[src/rtl/cise_pkg.sv]
// Package with constants, opcodes and register map for the instruction subset executor.
package cise_pkg;

  // ==========================================================================
  // Register map (APB byte addresses)
  // ==========================================================================
  localparam logic [7:0] CTRL_OFF     = 8'h00;
  localparam logic [7:0] INSTR_OFF    = 8'h04;
  localparam logic [7:0] ACCUM_OFF    = 8'h08;
  localparam logic [7:0] STATUS_OFF   = 8'h0c;
  localparam logic [7:0] REG_OFF      = 8'h10;
  localparam logic [7:0] PC_OFF       = 8'h14;
  localparam logic [7:0] STACK_OFF    = 8'h18;
  localparam logic [7:0] WDOG_OFF     = 8'h1c;
  localparam logic [7:0] RESULT_OFF   = 8'h20;

  // ==========================================================================
  // Field positions
  // ==========================================================================
  localparam int ST_LINK_POS    = 0;
  localparam int ST_NIBBLE_POS  = 1;
  localparam int ST_ZERO_POS    = 2;
  localparam int ST_SLEEP_POS   = 3;
  localparam int ST_EXPIRY_POS  = 4;
  localparam int CTRL_GO_POS    = 0;
  localparam int CTRL_WAKE_POS  = 1;
  localparam int INSTR_LIT_LSB  = 0;
  localparam int INSTR_DEST_POS = 8;
  localparam int INSTR_OP_LSB   = 12;
  localparam int STATUS_BUSY_POS  = 8;
  localparam int STATUS_HALT_POS  = 9;

  // ==========================================================================
  // Reset values and sleep clear values
  // ==========================================================================
  localparam logic [7:0]  ACCUM_RST  = 8'h00;
  localparam logic [4:0]  FLAGS_RST  = 5'h18;
  localparam logic [12:0] PC_RST     = 13'h0000;
  localparam logic [7:0]  WDOG_CLEAR = 8'h00;
  localparam logic [7:0]  PRESC_CLEAR = 8'h00;

  // ==========================================================================
  // Timing counts in instruction cycles
  // ==========================================================================
  localparam logic [1:0] RETURN_CYCLES = 2'h2;
  localparam logic [1:0] SINGLE_CYCLES = 2'h1;

  typedef enum logic [3:0] {
    OP_SLEEP    = 4'b0000,
    OP_RETURN   = 4'b0001,
    OP_LIT_SUB  = 4'b0010,
    OP_ROT_R    = 4'b0011,
    OP_REG_SUB  = 4'b0100,
    OP_NIB_X    = 4'b0101,
    OP_REG_XOR  = 4'b0110,
    OP_LIT_XOR  = 4'b0111
  } cise_op_type;

  typedef enum logic [1:0] {
    ST_IDLE   = 2'b00,
    ST_EXEC   = 2'b01,
    ST_SECOND = 2'b10,
    ST_HALT   = 2'b11
  } cise_state_type;

endpackage

[src/rtl/cise_exec.sv]
// Instruction subset executor with APB register access.
//
// Operation
// RULE_01 - Sleep entry clears the watchdog count and its prescaler.
// RULE_02 - Sleep entry clears the sleep entry flag, sets the expiry flag and leaves other flags alone.
// RULE_03 - After sleep entry the core halts with its oscillator stopped.
// RULE_04 - Return pops the stack, loads the stack head into the program counter and keeps all flags.
// RULE_05 - Return takes two instruction cycles.
// RULE_06 - Literal minus accumulator writes the accumulator and updates carry, nibble link and zero.
// RULE_07 - Rotate right moves the register through carry and updates only carry.
// RULE_08 - Register minus accumulator updates carry, nibble link and zero.
// RULE_09 - Destination bit 0 sends the result to the accumulator, 1 back to the register.
// RULE_10 - Nibble exchange swaps the two halves of the register and keeps all flags.
// RULE_11 - Register xor accumulator routes by destination and updates only zero.
// RULE_12 - Literal xor accumulator writes the accumulator and updates only zero.
// RULE_13 - Subtraction sets carry on no borrow out of bit 7 and nibble link on no borrow out of bit 3.
// RULE_14 - Zero is set exactly when the 8-bit result is zero.
// RULE_15 - Every instruction except return completes in one instruction cycle.
//
// Our own choices: the APB interface to the registers and the register offsets.
`timescale 1ns/1ps
module cise_exec #(
  parameter int STACK_DEPTH = 8
) (
  input  wire logic        pclk,
  input  wire logic        presetn,
  input  wire logic        psel,
  input  wire logic        penable,
  input  wire logic        pwrite,
  input  wire logic [7:0]  paddr,
  input  wire logic [31:0] pwdata,
  output logic      [31:0] prdata,
  output logic             pready,
  output logic             pslverr,
  output logic             osc_run,
  output logic             busy
);

  localparam int SPW = $clog2(STACK_DEPTH);

  typedef struct packed {
    cise_pkg::cise_state_type state;
    logic [15:0]              instr;
    logic [7:0]               accum;
    logic [7:0]               operand;
    logic [7:0]               result;
    logic [4:0]               flags;
    logic [12:0]              pc;
    logic [STACK_DEPTH-1:0][12:0] stack;
    logic [SPW-1:0]           sp;
    logic [7:0]               wdog;
    logic [7:0]               presc;
    logic                     reg_wr;
    logic [31:0]              rdata;
    logic                     ready;
    logic                     err;
    logic                     run;
    logic                     exec;
  } cise_regs_type;

  cise_regs_type q;
  cise_regs_type d;

  // ==========================================================================
  // Subtraction helper
  // ==========================================================================
  function automatic logic [9:0] sub_flags(input logic [7:0] a, input logic [7:0] b);
    logic [8:0] full;
    logic [4:0] low;
    full = {1'b0, a} - {1'b0, b};
    low  = {1'b0, a[3:0]} - {1'b0, b[3:0]};
    // RULE_13 no borrow flags
    sub_flags = {~full[8], ~low[4], full[7:0]};
  endfunction

  // ==========================================================================
  // Bus and stack helpers
  // ==========================================================================
  // Picks out the access phase of a write to one register offset.
  function automatic logic write_hit(input logic       sel,
                                     input logic       en,
                                     input logic       wr,
                                     input logic [7:0] addr,
                                     input logic [7:0] off);
    write_hit = sel && en && wr && (addr == off);
  endfunction

  // Index of the stack head, one below the next free slot. Pushes and pops wrap
  // at the stack depth, so an overflow silently overwrites the oldest entry.
  function automatic logic [SPW-1:0] head_index(input logic [SPW-1:0] ptr);
    head_index = ptr - SPW'(1);
  endfunction

  logic setup_phase;
  logic access_phase;
  logic [9:0] sub_lit;
  logic [9:0] sub_reg;
  cise_pkg::cise_op_type op;

  assign setup_phase  = psel && !penable;
  assign access_phase = psel && penable;
  assign op           = cise_pkg::cise_op_type'(q.instr[cise_pkg::INSTR_OP_LSB +: 4]);
  assign sub_lit      = sub_flags(q.instr[cise_pkg::INSTR_LIT_LSB +: 8], q.accum);
  assign sub_reg      = sub_flags(q.operand, q.accum);

  // ==========================================================================
  // Next state
  // ==========================================================================
  always_comb begin
    logic [7:0] res;
    logic       upd_z;
    logic       to_acc;
    res    = 8'h00;
    upd_z  = 1'b0;
    to_acc = 1'b0;
    d = q;
    d.reg_wr = 1'b0;
    case (q.state)
      cise_pkg::ST_EXEC: begin
        d.state = cise_pkg::ST_IDLE;
        case (op)
          cise_pkg::OP_SLEEP: begin
            // RULE_01 clear watchdog
            d.wdog  = cise_pkg::WDOG_CLEAR;
            d.presc = cise_pkg::PRESC_CLEAR;
            // RULE_02 sleep flags
            d.flags[cise_pkg::ST_SLEEP_POS]  = 1'b0;
            d.flags[cise_pkg::ST_EXPIRY_POS] = 1'b1;
            // RULE_03 halt core
            d.state = cise_pkg::ST_HALT;
          end
          cise_pkg::OP_RETURN: begin
            // RULE_05 second cycle
            d.state = cise_pkg::ST_SECOND;
          end
          cise_pkg::OP_LIT_SUB: begin
            // RULE_06 literal subtract
            res    = sub_lit[7:0];
            to_acc = 1'b1;
            upd_z  = 1'b1;
            d.flags[cise_pkg::ST_LINK_POS]   = sub_lit[9];
            d.flags[cise_pkg::ST_NIBBLE_POS] = sub_lit[8];
          end
          cise_pkg::OP_ROT_R: begin
            // RULE_07 rotate through carry
            res    = {q.flags[cise_pkg::ST_LINK_POS], q.operand[7:1]};
            to_acc = !q.instr[cise_pkg::INSTR_DEST_POS];
            d.flags[cise_pkg::ST_LINK_POS] = q.operand[0];
          end
          cise_pkg::OP_REG_SUB: begin
            // RULE_08 register subtract
            res    = sub_reg[7:0];
            to_acc = !q.instr[cise_pkg::INSTR_DEST_POS];
            upd_z  = 1'b1;
            d.flags[cise_pkg::ST_LINK_POS]   = sub_reg[9];
            d.flags[cise_pkg::ST_NIBBLE_POS] = sub_reg[8];
          end
          cise_pkg::OP_NIB_X: begin
            // RULE_10 swap nibbles
            res    = {q.operand[3:0], q.operand[7:4]};
            to_acc = !q.instr[cise_pkg::INSTR_DEST_POS];
          end
          cise_pkg::OP_REG_XOR: begin
            // RULE_11 register xor
            res    = q.accum ^ q.operand;
            to_acc = !q.instr[cise_pkg::INSTR_DEST_POS];
            upd_z  = 1'b1;
          end
          cise_pkg::OP_LIT_XOR: begin
            // RULE_12 literal xor
            res    = q.accum ^ q.instr[cise_pkg::INSTR_LIT_LSB +: 8];
            to_acc = 1'b1;
            upd_z  = 1'b1;
          end
          default: begin
            d.state = cise_pkg::ST_IDLE;
          end
        endcase
        // RULE_14 zero flag
        if (upd_z) begin
          d.flags[cise_pkg::ST_ZERO_POS] = (res == 8'h00);
        end
        if (op != cise_pkg::OP_SLEEP && op != cise_pkg::OP_RETURN) begin
          d.result = res;
          // RULE_09 destination select
          if (to_acc) begin
            d.accum = res;
          end else begin
            d.operand = res;
            d.reg_wr  = 1'b1;
          end
        end
      end
      cise_pkg::ST_SECOND: begin
        // RULE_04 pop stack head
        d.pc    = q.stack[head_index(q.sp)];
        d.sp    = head_index(q.sp);
        d.state = cise_pkg::ST_IDLE;
      end
      cise_pkg::ST_HALT: begin
        if (write_hit(psel, penable, pwrite, paddr, cise_pkg::CTRL_OFF) && pwdata[cise_pkg::CTRL_WAKE_POS]) begin
          d.state = cise_pkg::ST_IDLE;
        end
      end
      default: begin
        // RULE_15 single cycle start
        if (write_hit(psel, penable, pwrite, paddr, cise_pkg::CTRL_OFF) && pwdata[cise_pkg::CTRL_GO_POS]) begin
          d.state = cise_pkg::ST_EXEC;
        end
      end
    endcase
    // ==========================================================================
    // Watchdog
    // ==========================================================================
    // The prescaler divides the clock and the count steps each time it wraps;
    // both stand still in ST_EXEC and while the core is halted, but keep counting in the second cycle of a return.
    if (q.state != cise_pkg::ST_EXEC && q.state != cise_pkg::ST_HALT) begin
      d.presc = q.presc + 8'h01;
      if (&q.presc) begin
        d.wdog = q.wdog + 8'h01;
      end
    end

    // Oscillator and busy outputs follow the next state so that both leave flops.
    d.run  = (d.state != cise_pkg::ST_HALT);
    d.exec = (d.state == cise_pkg::ST_EXEC) || (d.state == cise_pkg::ST_SECOND);

    // ==========================================================================
    // Register bus writes
    // ==========================================================================
    // Zero wait states; data registers take writes only while the core is idle so
    // that a running instruction never sees its operands move under it.
    d.ready = setup_phase;
    d.err   = 1'b0;
    d.rdata = 32'h0000_0000;
    if (access_phase && pwrite && q.state == cise_pkg::ST_IDLE) begin
      if (paddr == cise_pkg::INSTR_OFF) begin
        d.instr = pwdata[15:0];
      end else if (paddr == cise_pkg::ACCUM_OFF) begin
        d.accum = pwdata[7:0];
      end else if (paddr == cise_pkg::STATUS_OFF) begin
        d.flags = pwdata[4:0];
      end else if (paddr == cise_pkg::REG_OFF) begin
        d.operand = pwdata[7:0];
      end else if (paddr == cise_pkg::STACK_OFF) begin
        d.stack[q.sp] = pwdata[12:0];
        d.sp          = q.sp + SPW'(1);
      end
    end

    // ==========================================================================
    // Register bus reads
    // ==========================================================================
    // Read data is captured in the setup cycle and stands through the access cycle.
    if (setup_phase) begin
      if (paddr == cise_pkg::CTRL_OFF) begin
        d.rdata = 32'h0000_0000;
      end else if (paddr == cise_pkg::INSTR_OFF) begin
        d.rdata = {16'h0000, q.instr};
      end else if (paddr == cise_pkg::ACCUM_OFF) begin
        d.rdata = {24'h000000, q.accum};
      end else if (paddr == cise_pkg::STATUS_OFF) begin
        d.rdata = {22'h000000, q.state == cise_pkg::ST_HALT, q.state != cise_pkg::ST_IDLE, 3'h0, q.flags};
      end else if (paddr == cise_pkg::REG_OFF) begin
        d.rdata = {24'h000000, q.operand};
      end else if (paddr == cise_pkg::PC_OFF) begin
        d.rdata = {19'h00000, q.pc};
      end else if (paddr == cise_pkg::STACK_OFF) begin
        d.rdata = {19'h00000, q.stack[head_index(q.sp)]};
      end else if (paddr == cise_pkg::WDOG_OFF) begin
        d.rdata = {16'h0000, q.presc, q.wdog};
      end else if (paddr == cise_pkg::RESULT_OFF) begin
        d.rdata = {23'h000000, q.reg_wr, q.result};
      end else begin
        d.err = 1'b1;
      end
    end
  end

  // ==========================================================================
  // State register
  // ==========================================================================
  always_ff @(posedge pclk or negedge presetn) begin
    if (!presetn) begin
      q       <= '0;
      q.state <= cise_pkg::ST_IDLE;
      q.accum <= cise_pkg::ACCUM_RST;
      q.flags <= cise_pkg::FLAGS_RST;
      q.pc    <= cise_pkg::PC_RST;
      q.run   <= 1'b1;
    end else begin
      q <= d;
    end
  end

  // ==========================================================================
  // Outputs
  // ==========================================================================
  assign prdata  = q.rdata;
  assign pready  = q.ready;
  assign pslverr = q.err;
  assign osc_run = q.run;
  assign busy    = q.exec;

endmodule

[config.mk]
export PLATFORM = sky130hd
export DESIGN_NAME = cise_exec
export DESIGN_NICKNAME = d
export VERILOG_FILES = /design/src/rtl/cise_pkg.sv /design/src/rtl/cise_exec.sv
export SDC_FILE = /design/constraint.sdc
export NUM_CORES = 1
export LEC_CHECK = 0
export BUFFER_PORTS_ARGS = -buffer_cell sky130_fd_sc_hd__buf_4
export CAP_MARGIN = 20
export CORE_MARGIN = 2
export CORE_UTILIZATION = 50
export CTS_BUF_LIST = sky130_fd_sc_hd__clkbuf_4 sky130_fd_sc_hd__clkbuf_8 sky130_fd_sc_hd__clkbuf_16
export DETAILED_ROUTE_END_ITERATION = 8
export PLACE_DENSITY_LB_ADDON = 0.12
export SYNTH_ARGS = -nofsm -noshare
export SYNTH_HDL_FRONTEND = slang
export SYNTH_SLANG_ARGS = --single-unit
[constraint.sdc]
create_clock -name pclk -period 3.94 [get_ports pclk]
set_clock_uncertainty 0.05 [all_clocks]
set_input_delay 0.394 -clock pclk [delete_from_list [all_inputs] [get_ports pclk]]
set_output_delay 0.394 -clock pclk [all_outputs]
set_load 0.02 [all_outputs]
==> results.cfg <==
[status]
status = complete, no violations

[finish]
area_growth_pct = 11.83
fillers = 1881
diodes = 0
final_core_util_pct = 57.13
final_cells = 1302
postLayoutCellArea_um2 = 12470
drive_above_1_share_pct = 27.79
num-nets-final = 1073

[timing]
tightest_slew_ns = 0.9620
slew_headroom_pct = 35.87
fin_crit_ns = 3.038
setup_tns_ns = 0
setup_viol = 0
finalMaxSlewViolations = 0
hold_viol = 0
fmax_mhz = 329.1
post-route-period-util_pct = 77.11
rsz0062_at_grt = false

[synth]
ys.flop_type = dfrtp_1
syn_area_per_cell_um2 = 11.34
synth_top_area_share_pct = 45.12
yosys_warnings = 0
synth_edf_count = 0
synth_top_area_cell = dfrtp_1
synth.most_common_cell = dfrtp_1
synth_cell_types = 72
seq_area_frac_synth_pct = 45.82
synthCells = 983
async_flop_share_pct = 100.0
yosys-top-cells-area = dfrtp_1 45%, mux2_2 12%, mux4_2 5.3%
netlist_area_um2 = 11150
ys_seq_elements = 204
synthTopCellsByCount = 201 x dfrtp_1, 115 x mux2_2, 73 x nand2_1

[floorplan]
die_area_um2 = 23510
fp.dieH_um = 153.3
ioPinCount = 81
num_rows = 54
coreArea_um2 = 21820
die-width_um = 153.3
initial_utilization_pct = 51.08

[global_route]
gr-usage-all-layers_pct = 24.51
grt_pass1_wl_um = 45440
grt_start_max_net_pins = 102
grt_pass1_vias = 7839
grt_overflow = 0
antenna_found_initial = 0

[cts]
tritoncts = done
clkLatencyLatePin_ns = 0.52
htreeDepth = 1
cts_sinks = 204
post_cts_buffers = 0
cts.clk_slew.worst_paths_ns = 0.06
clock_path_buffers = 3
numCtsBuffers = 23
cts_root_buf = clkbuf_16
cts_resized = 0

[placed_design]
gp_congestion = 0.8782
dp.cells = 1259
place_area_um2 = 11610
dp_hpwl_um = 19790
portBuffers = 48

[route]
drt-initial-drc-count = 481
first_pass_iters = 5
post-route-drc-count = 0
num_vias = 7751
routed_via_density = 5.953
drt_wl_total_um = 28400
wl_per_cell_um = 21.81
ant_nets = 0

[worst_setup_path]
crit_type = flop to flop
required_ns = 4.31
startpoint_type = flop
r2r_slack_ns = 0.90
crit_end = q[175]
arrival_ns = 3.40
reg2reg_depth = 11
critPathMaxFanout = 6
crit_path_end_kind = flop
startpoint = q[186]
timing.rr.end = q[175]
reg2reg_from = q[186]

[power]
power_w = 0.005928
p_per_area_nw_per_um2 = 475.5
leakage_nw = 5.673
ir_drop_v = 0.0003920

[job]
cap_violations = 0

[hold_path]
hp-class = primary input to flop
[power breakdown]
| part | internal [W] | switching, W | leakage, nW |
|---|---|---|---|
| sequential | 0.00219 | 0.000133 | 2.71 |
| clock | 0.00147 | 0.000864 | 0.427 |
| combinational | 0.000517 | 0.000753 | 2.54 |
| total | 0.00418 | 0.00175 | 5.67 |
[worst min-delay path by stage]
stage / startpoint / endpoint / slack (ns) / cells past startpoint
after floorplan: presetn / busy / 0.05 / 0
after global placement: q[170] / q[170] / 0.41 / 2
after detailed placement: q[137] / q[137] / 0.42 / 1
after CTS: pwdata[13] / op[1] / 0.04 / 2
after global routing: pwdata[14] / op[2] / 0.05 / 2
final: pwdata[15] / op[3] / 0.05 / 2
[cells in the final DEF, fill, tap and decap left out, types with 4 or more instances in the layout]
master,n
nor2b_1,13
nand2b_1,23
mux2_4,10
o22ai_1,13
xor2_1,7
o21bai_1,4
inv_1,20
ha_1,21
and3_1,9
nand3_1,18
and2_1,7
nand2_1,73
clkbuf_4,4
conb_1,16
dfrtp_1,200
mux2_2,115
o21a_1,7
a21o_1,4
clkbuf_8,10
a22oi_1,15
a211oi_1,5
mux4_2,26
nor2_1,37
nand4_1,4
buf_4,68
clkbuf_16,23
nor3b_1,8
nor3_1,16
o21ai_0,65
nand3b_1,6
a32o_1,4
o211ai_1,5
mux2i_1,34
xnor2_1,17
o221ai_1,10
a21oi_1,34
[cell families after synthesis]
family | Yosys count | share of synthesized area, %
AO/OA/AOI/OAI | 197 | 11.39
XOR/XNOR | 25 | 1.964
adder cells (fa/ha/maj) | 23 | 2.716
buffers and inverters | 110 | 5.342
flip-flops | 204 | 45.82
multiplexers | 188 | 21.57
other | 1 | 0.03364
AND/OR/NAND/NOR | 235 | 11.16
[final cells by class]
| cell class | instances | area [um2] | share of cell area [%] |
|---|---|---|---|
| multi-input cells | 684 | 5508 | 44.18 |
| flip-flops and latches | 204 | 5110 | 40.99 |
| clock buffers | 36 | 729.5 | 5.851 |
| repair buffers | 72 | 574.3 | 4.607 |
| well taps | 280 | 350.3 | 2.810 |
| clock inverters | 6 | 120.1 | 0.9635 |
| inverters | 20 | 75.07 | 0.6022 |
[worst max-delay path: stages (launching register included)]
cell	delay, ns
dfrtp_1	0.49
inv_1	0.08
ha_1	0.23
fa_1	0.40
nand2b_1	0.16
o2bb2ai_1	0.20
o21bai_1	0.22
xor2_1	0.09
a2111oi_0	0.42
buf_4	0.23
inv_1	0.04
o41ai_1	0.32
[metrics by stage]
| stage | setup WS, ns | hold WS, ns |
|---|---|---|
| floorplan | 1.083 | 0.04841 |
| global placement | 0.7285 | 0.4124 |
| detailed placement | 0.7045 | 0.4234 |
| CTS | 0.8759 | 0.03710 |
| global route | 0.7326 | 0.04626 |
| finish | 0.9018 | 0.05485 |
[registers in the layout, summed over array words and instances, names as in the netlist]
signal / count
busy: 1
q: 180
op: 4
prdata: 16
pready: 1
osc_run: 1
pslverr: 1
[timing repair]
action                                  CTS  global route
hold buffers                              1             0
endpoints found under the setup margin    0             0
hold endpoints to repair                 94             0
[routing by layer]
layer	track usage, %	vias up	wire length [um]
met2	39.37	227	13260
met3	3.119	65	1320
li1	-	3580	-
met5	0	-	0
met1	34.96	3879	12950
met4	7.584	0	873
Power figures use the tool's default switching activity.
